File: config.mk
export PLATFORM = sky130hd
export DESIGN_NAME = smsc_core
export DESIGN_NICKNAME = d
export VERILOG_FILES = /design/src/smsc_pkg.sv /design/src/smsc_core.sv /design/src/smsc_sync.sv /design/src/smsc_rate_gen.sv
export SDC_FILE = /design/constraint.sdc
export NUM_CORES = 1
export LEC_CHECK = 0
export ABC_AREA = 0
export BUFFER_PORTS_ARGS = -buffer_cell sky130_fd_sc_hd__buf_2
export CAP_MARGIN = 40
export CORE_ASPECT_RATIO = 1.1
export CORE_UTILIZATION = 59
export CTS_BUF_LIST = sky130_fd_sc_hd__clkbuf_4 sky130_fd_sc_hd__clkbuf_8 sky130_fd_sc_hd__clkbuf_16
export CTS_CLUSTER_SIZE = 16
export DETAILED_ROUTE_END_ITERATION = 7
export GPL_TIMING_DRIVEN = 1
export PLACE_DENSITY = 0.92
export SLEW_MARGIN = 20
export SYNTH_ARGS = -nofsm -noshare
export SYNTH_HDL_FRONTEND = slang
export SYNTH_HIERARCHICAL = 1
export SYNTH_SLANG_ARGS = --single-unit
File: constraint.sdc
create_clock -name mclk -period 3.49 [get_ports mclk]
set_clock_uncertainty 0.1 [all_clocks]
set_input_delay 0 -clock mclk [delete_from_list [all_inputs] [get_ports mclk]]
set_output_delay 0 -clock mclk [all_outputs]
set_load 0.02 [all_outputs]
File: src/smsc_pkg.sv
package smsc_pkg;

  typedef struct packed {
    logic rate_select_bits;
    logic spi_on;
    logic select_input_disable;
    logic master_select;
    logic clock_polarity_sel;
    logic clock_phase;
    logic rate_select_mid;
    logic rate_select_low;
  } smsc_ctl_type;

  typedef struct packed {
    logic transfer_done_flag;
    logic write_collision_flag;
    logic mode_fault_flag;
  } smsc_sta_type;

  localparam int          BYTE_W    = 8;
  localparam int          HALF_W    = 7;
  localparam smsc_ctl_type CTL_RST  = 8'h00;
  localparam smsc_sta_type STA_RST  = 3'h0;
  localparam logic [3:0]  EDGE_LAST = 4'hF;
  localparam logic [3:0]  EDGE_ZERO = 4'h0;
  localparam logic [4:0]  TOG_LAST  = 5'h0F;
  localparam logic        SYNC_RST  = 1'b1;

  // Clock cycles per SCK half period; code 7 is held at the fastest legal rate of one cycle
  function automatic logic [HALF_W-1:0] half_cycles(input logic [2:0] rate);
    unique case (rate)
      3'h0: half_cycles = 7'h01;
      3'h1: half_cycles = 7'h02;
      3'h2: half_cycles = 7'h04;
      3'h3: half_cycles = 7'h08;
      3'h4: half_cycles = 7'h10;
      3'h5: half_cycles = 7'h20;
      3'h6: half_cycles = 7'h40;
      3'h7: half_cycles = 7'h01;
    endcase
  endfunction

endpackage

File: src/smsc_core.sv
`timescale 1ns/1ps
module smsc_core (
  input  wire logic                   mclk,
  input  wire logic                   nrst,
  input  wire logic                   ctl_wr,
  input  wire smsc_pkg::smsc_ctl_type ctl_wdata,
  input  wire logic                   sta_rd,
  input  wire logic                   dat_wr,
  input  wire logic [7:0]             dat_wdata,
  input  wire logic                   dat_rd,
  output smsc_pkg::smsc_ctl_type      ctl_rdata,
  output smsc_pkg::smsc_sta_type      sta_rdata,
  output logic [7:0]                  dat_rdata,
  output logic                        busy,
  input  wire logic                   sck_in,
  output logic                        sck_out,
  output logic                        sck_oe,
  input  wire logic                   mosi_in,
  output logic                        mosi_out,
  output logic                        mosi_oe,
  input  wire logic                   miso_in,
  output logic                        miso_out,
  output logic                        miso_oe,
  input  wire logic                   ss_n_in
);

  smsc_pkg::smsc_ctl_type ctl_q;
  smsc_pkg::smsc_ctl_type ctl_d;
  smsc_pkg::smsc_sta_type sta_q;
  smsc_pkg::smsc_sta_type sta_d;
  smsc_pkg::smsc_sta_type arm_q;
  smsc_pkg::smsc_sta_type arm_d;
  logic [7:0]             shreg_q;
  logic [7:0]             shreg_d;
  logic [7:0]             rx_q;
  logic [7:0]             rx_d;
  logic [7:0]             final_byte;
  logic                   sample_q;
  logic                   sample_d;
  logic                   new_bit;
  logic [3:0]             edge_q;
  logic [3:0]             edge_d;
  logic                   busy_q;
  logic                   busy_d;
  logic                   loaded_q;
  logic                   loaded_d;
  logic                   sck_q;
  logic                   sck_d;
  logic                   sckp_q;
  logic                   done_q;
  logic                   done_d;
  logic                   sck_oe_d;
  logic                   mosi_oe_d;
  logic                   miso_oe_d;
  logic [3:0]             sy;
  logic                   sck_s;
  logic                   ss_s;
  logic                   mosi_s;
  logic                   miso_s;
  logic                   tick;
  logic                   master;
  logic                   slave_cfg;
  logic                   ss_ignore;
  logic                   selected;
  logic                   slave_on;
  logic                   mode_fault_flag_ev;
  logic                   xfer_edge;
  logic                   capture;
  logic [4:0]             tog_q;
  logic                   sck_seen_q;

  smsc_sync #(
    .WIDTH(4)
  ) u_sync (
    .mclk    (mclk),
    .nrst    (nrst),
    .async_in({sck_in, ss_n_in, mosi_in, miso_in}),
    .sync_out(sy)
  );

  // Pins are synchronised before any edge detection
  assign sck_s  = sy[3];
  assign ss_s   = sy[2];
  assign mosi_s = sy[1];
  assign miso_s = sy[0];

  smsc_rate_gen u_rate (
    .mclk(mclk),
    .nrst(nrst),
    .run (master & busy_q),
    .rate({ctl_q.rate_select_bits, ctl_q.rate_select_mid, ctl_q.rate_select_low}),
    .tick(tick)
  );

  // Mode and select decode
  always_comb begin
    master    = ctl_q.spi_on & ctl_q.master_select;
    slave_cfg = ctl_q.spi_on & !ctl_q.master_select;
    ss_ignore = ctl_q.select_input_disable & (master | ctl_q.clock_phase);
    selected  = ss_ignore | !ss_s;
    slave_on  = slave_cfg & loaded_q & selected;
    mode_fault_flag_ev   = master & !ctl_q.select_input_disable & !ss_s;
    xfer_edge = master ? (busy_q & tick) : (slave_on & (sck_s ^ sckp_q));
    capture   = !edge_q[0] ^ ctl_q.clock_phase;
    new_bit   = master ? miso_s : mosi_s;
    final_byte = {shreg_q[6:0], ctl_q.clock_phase ? new_bit : sample_q};
  end

  // Transfer engine
  always_comb begin
    shreg_d  = shreg_q;
    rx_d     = rx_q;
    sample_d = sample_q;
    edge_d   = edge_q;
    busy_d   = busy_q;
    loaded_d = loaded_q;
    done_d   = 1'b0;
    if (dat_wr && !busy_q) begin
      shreg_d = dat_wdata;
      if (master) begin
        busy_d = 1'b1;
        edge_d = smsc_pkg::EDGE_ZERO;
      end else begin
        loaded_d = 1'b1;
      end
    end else if (xfer_edge) begin
      busy_d = 1'b1;
      edge_d = edge_q + 4'h1;
      if (capture) begin
        sample_d = new_bit;
      end else if (!(ctl_q.clock_phase && edge_q == smsc_pkg::EDGE_ZERO)) begin
        shreg_d = {shreg_q[6:0], sample_q};
      end
      if (edge_q == smsc_pkg::EDGE_LAST) begin
        shreg_d  = final_byte;
        rx_d     = final_byte;
        busy_d   = 1'b0;
        edge_d   = smsc_pkg::EDGE_ZERO;
        loaded_d = 1'b0;
        done_d   = 1'b1;
      end
    end
    if (slave_cfg && !selected) begin
      busy_d = 1'b0;
      edge_d = smsc_pkg::EDGE_ZERO;
    end
    if (mode_fault_flag_ev || !ctl_d.spi_on || (ctl_d.master_select != ctl_q.master_select)) begin
      busy_d = 1'b0;
      edge_d = smsc_pkg::EDGE_ZERO;
    end
  end

  // Control register and status flags
  always_comb begin
    ctl_d = ctl_q;
    sta_d = sta_q;
    arm_d = arm_q;
    if (ctl_wr) begin
      ctl_d = ctl_wdata;
    end
    if (sta_rd) begin
      arm_d = sta_q;
    end
    if (arm_q.transfer_done_flag && (dat_rd || dat_wr)) begin
      sta_d.transfer_done_flag = 1'b0;
      arm_d.transfer_done_flag = 1'b0;
    end
    if (arm_q.write_collision_flag && dat_wr && !busy_q) begin
      sta_d.write_collision_flag = 1'b0;
      arm_d.write_collision_flag = 1'b0;
    end
    if (arm_q.mode_fault_flag && ctl_wr) begin
      sta_d.mode_fault_flag = 1'b0;
      arm_d.mode_fault_flag = 1'b0;
    end
    if (done_d) begin
      sta_d.transfer_done_flag = 1'b1;
    end
    if (dat_wr && busy_q) begin
      sta_d.write_collision_flag = 1'b1;
    end
    if (mode_fault_flag_ev) begin
      ctl_d.spi_on          = 1'b0;
      ctl_d.master_select   = 1'b0;
      sta_d.mode_fault_flag = 1'b1;
    end
  end

  // Pin drive
  always_comb begin
    sck_d     = ctl_q.spi_on ? ctl_q.clock_polarity_sel : 1'b1;
    if (master && busy_q) begin
      sck_d = tick ? !sck_q : sck_q;
    end
    sck_oe_d  = master;
    mosi_oe_d = master;
    miso_oe_d = slave_on;
  end

  always_ff @(posedge mclk or negedge nrst) begin
    if (!nrst) begin
      ctl_q    <= smsc_pkg::CTL_RST;
      sta_q    <= smsc_pkg::STA_RST;
      arm_q    <= smsc_pkg::STA_RST;
      shreg_q  <= 8'h00;
      rx_q     <= 8'h00;
      sample_q <= 1'b0;
      edge_q   <= 4'h0;
      busy_q   <= 1'b0;
      loaded_q <= 1'b0;
      done_q   <= 1'b0;
      sck_q    <= 1'b1;
      sckp_q   <= 1'b1;
      sck_oe   <= 1'b0;
      mosi_oe  <= 1'b0;
      miso_oe  <= 1'b0;
    end else begin
      ctl_q    <= ctl_d;
      sta_q    <= sta_d;
      arm_q    <= arm_d;
      shreg_q  <= shreg_d;
      rx_q     <= rx_d;
      sample_q <= sample_d;
      edge_q   <= edge_d;
      busy_q   <= busy_d;
      loaded_q <= loaded_d;
      done_q   <= done_d;
      sck_q    <= sck_d;
      sckp_q   <= sck_s;
      sck_oe   <= sck_oe_d;
      mosi_oe  <= mosi_oe_d;
      miso_oe  <= miso_oe_d;
    end
  end

  assign ctl_rdata = ctl_q;
  assign sta_rdata = sta_q;
  assign dat_rdata = rx_q;
  assign busy      = busy_q;
  assign sck_out   = sck_q;
  assign mosi_out  = shreg_q[7];
  assign miso_out  = shreg_q[7];

  // Helper: counts SCK toggles seen during a master transfer
  always_ff @(posedge mclk or negedge nrst) begin
    if (!nrst) begin
      tog_q      <= 5'h00;
      sck_seen_q <= 1'b1;
    end else begin
      sck_seen_q <= sck_q;
      if (!busy_q) begin
        tog_q <= 5'h00;
      end else if (sck_q != sck_seen_q) begin
        tog_q <= tog_q + 5'h01;
      end
    end
  end
endmodule

File: src/smsc_sync.sv
`timescale 1ns/1ps
module smsc_sync #(
  parameter int WIDTH = 4
) (
  input  wire logic             mclk,
  input  wire logic             nrst,
  input  wire logic [WIDTH-1:0] async_in,
  output logic      [WIDTH-1:0] sync_out
);

  logic [WIDTH-1:0] meta_q;

  // Two-stage synchroniser, first stage read only by the second
  always_ff @(posedge mclk or negedge nrst) begin
    if (!nrst) begin
      meta_q   <= {WIDTH{smsc_pkg::SYNC_RST}};
      sync_out <= {WIDTH{smsc_pkg::SYNC_RST}};
    end else begin
      meta_q   <= async_in;
      sync_out <= meta_q;
    end
  end

endmodule

File: src/smsc_rate_gen.sv
`timescale 1ns/1ps
module smsc_rate_gen (
  input  wire logic       mclk,
  input  wire logic       nrst,
  input  wire logic       run,
  input  wire logic [2:0] rate,
  output logic            tick
);

  logic [smsc_pkg::HALF_W-1:0] cnt_q;
  logic [smsc_pkg::HALF_W-1:0] cnt_d;
  logic                        tick_d;

  // Half-period pulse from the selected divider
  always_comb begin
    cnt_d  = cnt_q + 7'h01;
    tick_d = 1'b0;
    if (!run) begin
      cnt_d = 7'h00;
    end else if (cnt_d == smsc_pkg::half_cycles(rate)) begin
      cnt_d  = 7'h00;
      tick_d = 1'b1;
    end
  end

  always_ff @(posedge mclk or negedge nrst) begin
    if (!nrst) begin
      cnt_q <= 7'h00;
      tick  <= 1'b0;
    end else begin
      cnt_q <= cnt_d;
      tick  <= tick_d;
    end
  end

endmodule

Yosys cells after proc, flatten, opt, wreduce, memory -nomap -nowiden

Memory sizes are Yosys's and may differ from the RTL's.
Cells that the tools add are included.

Bits in read-only memories: 56
Logic and storage cells: 137
Register bits: 57
Memories: 1

Mux-type cells: 48
$add $sub $neg: 2
Equality and inequality tests: 8
Bitwise gates (word level): 15
Reduce and logical (&&, ||, !) cells: 35

Memory list:

| memory          | words | bits a word | read ports | clocked after Yosys merged registers in | write ports | line           | text |
|---|---|---|---|---|---|---|---|
| (no name shown) | 8     | 7           | 1          | 0                                       | 0           | smsc_pkg.sv:31 | `unique case (rate)` |

Operator list:

| operator              | number |
|---|---|
| $mux W8               | 5 |
| $mux W1               | 32 |
| $mux W7               | 4 |
| $mux W4               | 6 |
| $reduce_bool A2 Y1    | 8 |
| $reduce_and A3 Y1     | 4 |
| $and A1 B1 Y1         | 10 |
| $logic_and A1 B1 Y1   | 9 |
| $logic_not A1 Y1      | 8 |
| $add A7 B1 Y7 const B | 1 |
| $eq A7 B7 Y1          | 1 |
| $add A4 B1 Y4 const B | 1 |
| $eq A4 B4 Y1 const B  | 1 |
| $logic_not A4 Y1      | 1 |
| $ne A4 B2 Y1 const B  | 1 |
| $reduce_bool A4 Y1    | 1 |
| $logic_or A1 B1 Y1    | 3 |
| $mux W3               | 1 |
| $ne A3 B1 Y1 const B  | 1 |
| $ne A3 B2 Y1 const B  | 1 |
| $ne A2 B1 Y1 const B  | 1 |
| $ne A2 B2 Y1 const B  | 1 |
| $or A1 B1 Y1          | 2 |
| $reduce_and A2 Y1     | 1 |
| other kinds (3)       | 4 |

Depth between registers and ports, before layout

Depth in word-level cells: 11
Gate-level depth with buffers: 7
Depth with buffers taken out: 6

Hierarchy

Netlist, hierarchy kept.

By module, submodules not included:

| module        | times used | area each (µm²) | cells each |
|---|---|---|---|
| smsc_core     | 1          | 1924.3          | 166 |
| smsc_rate_gen | 1          | 605.6           | 67 |
| smsc_sync     | 1          | 210.2           | 8 |

Worst setup path before layout

OpenSTA, ideal clock, no wires.

Path type: reg2reg
Start: reg ctl_q, in the netlist ctl_rdata[2]
End: reg rx_q[1], in the netlist dat_rdata[1]
Library setup time: 125 ps
Setup slack: 1352 ps
Stages on the path, launching flop included: 7
Data arrival time: 1914 ps
Buffers on the path: 2
Period minus slack after synthesis: 2138 ps
Cell sequence: dfrtp_1 -> buf_2 -> a21boi_1 -> a2111oi_4 -> o211ai_1 -> buf_4 -> mux2_2

Word-level cells in the longest chain between the ends: 7

Ends and longest elaborated chain:

| element                     | line             | text |
|---|---|---|
| from (decl)                 | smsc_core.sv:27  | `smsc_pkg::smsc_ctl_type ctl_q;` |
| from (signal assigned)      | smsc_core.sv:202 | `ctl_q <= smsc_pkg::CTL_RST;` |
| from (signal assigned)      | smsc_core.sv:218 | `ctl_q <= ctl_d;` |
| $or A1 B1 Y1                | smsc_core.sv:99  | `ss_ignore = ctl_q.select_input_disable & (master \| ctl_q.clock_phase);` |
| $and A1 B1 Y1               | smsc_core.sv:99  |  |
| $or A1 B1 Y1                | smsc_core.sv:100 | `selected = ss_ignore \| !ss_s;` |
| $and A1 B1 Y1               | smsc_core.sv:101 | `slave_on = slave_cfg & loaded_q & selected;` |
| $and A1 B1 Y1               | smsc_core.sv:103 | `xfer_edge = master ? (busy_q & tick) : (slave_on & (sck_s ^ sckp_q));` |
| $mux W1                     | smsc_core.sv:103 |  |
| $reduce_and A3 Y1 (no line) | --               |  |
| to (signal assigned)        | smsc_core.sv:222 | `rx_q <= rx_d;` |
| to (decl)                   | smsc_core.sv:35  | `logic [7:0] rx_q;` |

Every way passes these cells.
A chain may end at the register's enable or synchronous reset.

Worst setup path after layout

Start: reg ctl_q, in the netlist ctl_rdata[6]
End: reg rx_q[4], in the netlist dat_rdata[4]

Word-level cells in the longest chain between the ends: 8
Elaborated cells between the ends (all ways): 10

Ends and longest elaborated chain:

| element                         | line             | text |
|---|---|---|
| $and A1 B1 Y1                   | smsc_core.sv:97  | `master = ctl_q.spi_on & ctl_q.master_select;` |
| $or A1 B1 Y1                    | smsc_core.sv:99  |  |
| $and A1 B1 Y1                   | smsc_core.sv:99  |  |
| $or A1 B1 Y1                    | smsc_core.sv:100 |  |
| $and A1 B1 Y1                   | smsc_core.sv:101 |  |
| $and A1 B1 Y1                   | smsc_core.sv:103 |  |
| $mux W1 (*)                     | smsc_core.sv:103 |  |
| $reduce_and A3 Y1 (no line) (*) | --               |  |

Mark *: on every way between the ends. The rest lies on a longest branch, timed or not.

==> flow_summary.ini <==
[run_status]
status = completed

[yosys]
ys_seq_area_share_pct = 52.5
synthCells = 241
ys_ff_latch = 57
synth.area.top_cells = dfrtp_1, dfstp_2, mux2_2, mux2i_1, nand2_1
synth_top_area_cell = dfrtp_1
syn_avg_cell_area_um2 = 11.4
syn-num-nets = 270
synth.distinct_cells = 53
yosysMostFrequentCell = dfrtp_1
netlist_area_um2 = 2740
synth-edff-count = 0
yosysWarnings = 6
synth_top_area_share_pct = 42.9
async_flop_share_pct = 100
dominantRegCellSynth = dfrtp_1
synth_common_cells = dfrtp_1, nand2_1, nor2_1

[layout]
fillers = 246
insertedDiodeCount = 0
utilization_pct = 79.4
multiInputGateArea_um2 = 1220
seq_area_um2 = 1440
layout.nets = 352
layout-drive-gt1-share_pct = 30.5
syn_to_final_growth_pct = 26.8

[cts]
post_cts_resized = 0
htree_levels = 3
cts-root-buf = clkbuf_8
clock-sinks = 57
clkLatencyLatePin_ns = 0.35
cts_made_buffers = 9
clockBufferDepth = 2
postCtsSetupRepairBufs = 0
clkTransAtPathRegs_ns = 0.07
cts_tree = yes
cts-hold-fix-buffers = 27

[pwr]
leakage_nw = 1.70
finalPower_mw = 1.67
switching_share_pct = 31.7
power_frac_seq_pct = 47.9
p_sw_uw = 528
power.density_nw_per_um2 = 480
ir_worst_vdd_v = 0.000425
internal_power_mw = 1.14
clkPwrFrac_pct = 34.5
share_comb_of_total_power_pct = 17.5

[global_routing]
grt_pass1_wl_um = 12500
overflow = 0
grt_antenna_before_repair = 0
grt_pass1_vias = 2519
grt_usage_pct = 36.0
grt_max_degree = 34

[drt]
dr.pass1.iters = 5
wl_um = 7700
via_per_inst = 6.30
drtIter0Drc = 240
vias = 2406
drtAntennaViolNets = 0
wl_per_cell_um = 20.1
drt_drc_violations_left = 0

[worst_setup_path]
critPathTopFamily = simple AND/OR/NAND/NOR gates
startpoint_type = register
rrSetupSlack_ns = 0.82
critPathArrivalTime_ns = 2.80
r2r.worst_path.cells = 5
endpoint_kind = register
worstPathRequired_ns = 3.62
cpPeakStageDelay_ns = 0.64
crit_chain = and3_1 -> and2_1 -> o211ai_1 -> buf_4 -> mux2_2
crit_start = ctl_rdata[6]
r2r-start = ctl_rdata[6]
worst-setup-path-type = reg2reg
cp_slowest_cell = o211ai_1
path_buf_inv = 1
crit_cells = 5
cp_max_fo = 9

[placement]
io_buffers = 51
hpwl_um = 4020
gp_congestion = 0.839

[timing]
finalSetupViolCount = 0
drv_slew = 0
min_period_ns = 2.67
rsz0062_at_grt = no
max_slew_margin_pct = 47.3
max_freq_mhz = 375
timing.final.crit_share_pct = 76.4
max_slew.worst_pin.slew_ns = 0.783
hold_viol_final = 0
fin_setup_tns_ns = 0

[floorplan]
num_io_pins = 52
coreArea_um2 = 4380
num_rows = 25
fp.dieArea_um2 = 4920
die_h_um = 73.5
die_w_um = 67.0
initial_core_util_pct = 62.6

[min_path]
hold_class = in2async

[run]
cap_viol_max_count = 0
final cells by class:
type / instances / area share, %
sequential: 57 / 41.4
timing repair buffer: 81 / 15.8
inverter: 6 / 0.648
multi-input combinational: 168 / 35.0
tap: 54 / 1.94
clock buffer: 11 / 4.36
clock inverter: 5 / 0.864
worst paths after layout:
check | endpoint
max | dat_rdata[4]
min | ctl_rdata[6]
max reg2reg | dat_rdata[4]
min reg2reg | u_sync/sync_out[2]
max in group asynchronous | sck_out
min in group mclk | u_sync/meta_q[3]
power by group through the flow:
| stage | Combinational, mW | Sequential, mW | Clock, mW |
|---|---|---|---|
| global placement | 0.234 | 0.796 | 0 |
| finish | 0.292 | 0.799 | 0.576 |
| detailed placement | 0.241 | 0.802 | 0 |
| floorplan | 0.141 | 0.813 | 0 |
| CTS | 0.269 | 0.790 | 0.564 |
| global route | 0.311 | 0.806 | 0.607 |
stage by stage:
| step | hold WS [ns] | worst slack [ns] | instance area (µm²) | cells |
|---|---|---|---|---|
| after floorplan | -0.396 | 1.35 | 2740 | 241 |
| after global placement | -0.108 | 0.969 | 3010 | 337 |
| after detailed placement | -0.0977 | 1.03 | 3020 | 339 |
| after CTS | 0.0700 | 0.991 | 3480 | 382 |
| after global routing | 0.151 | 0.783 | 3480 | 382 |
| final | 0.102 | 0.822 | 3480 | 382 |
flip-flops by register name (all words and copies together) (netlist names), 3 cells and up:
register         count
u_sync/sync_out      4
u_rate/cnt_q         7
sta_rdata            3
ctl_rdata            8
shreg_q              8
u_sync/meta_q        4
arm_q                3
dat_rdata            8
edge_q               4
logic make-up (layout without fill, tap and decap cells):
| group | Yosys count | count (layout) | share of synthesized area, % |
|---|---|---|---|
| buf+inv | 16 | 103 | 3.06 |
| flops | 57 | 57 | 52.5 |
| mux | 25 | 25 | 9.73 |
| xor+xnor | 10 | 10 | 3.70 |
| fa+ha+maj | 3 | 3 | 1.37 |
| simple gates | 74 | 74 | 14.4 |
| compound gates | 56 | 56 | 15.3 |
worst register-to-register path: stages, from the launching register on:
cell	delay (ns)
dfrtp_1	0.55
and3_1	0.37
and2_1	0.28
o211ai_1	0.64
buf_4	0.28
mux2_2	0.34
layout by cell type (no fill, tap or decap), types with 4 or more instances in the layout:
master / count
nand3_1: 5
and3_1: 4
mux2i_1: 12
dfstp_2: 10
a211oi_1: 6
dlygate4sd3_1: 27
a21oi_1: 13
dfrtp_1: 47
nand2_1: 23
nor2_1: 17
buf_2: 51
a21o_1: 5
clkbuf_8: 11
o21ai_0: 13
nand2b_1: 4
inv_1: 6
xnor2_1: 6
mux2_2: 13
routing by layer:
metal  GRT usage [%]  wire [µm]  vias up
li1                -          -     1031
met1            44.3       2760     1173
met2            55.4       3960      162
met3            8.39        614       40
met4            25.8        365        0
met5               0          0        -
No activity file was read; power rests on OpenSTA's default activity.
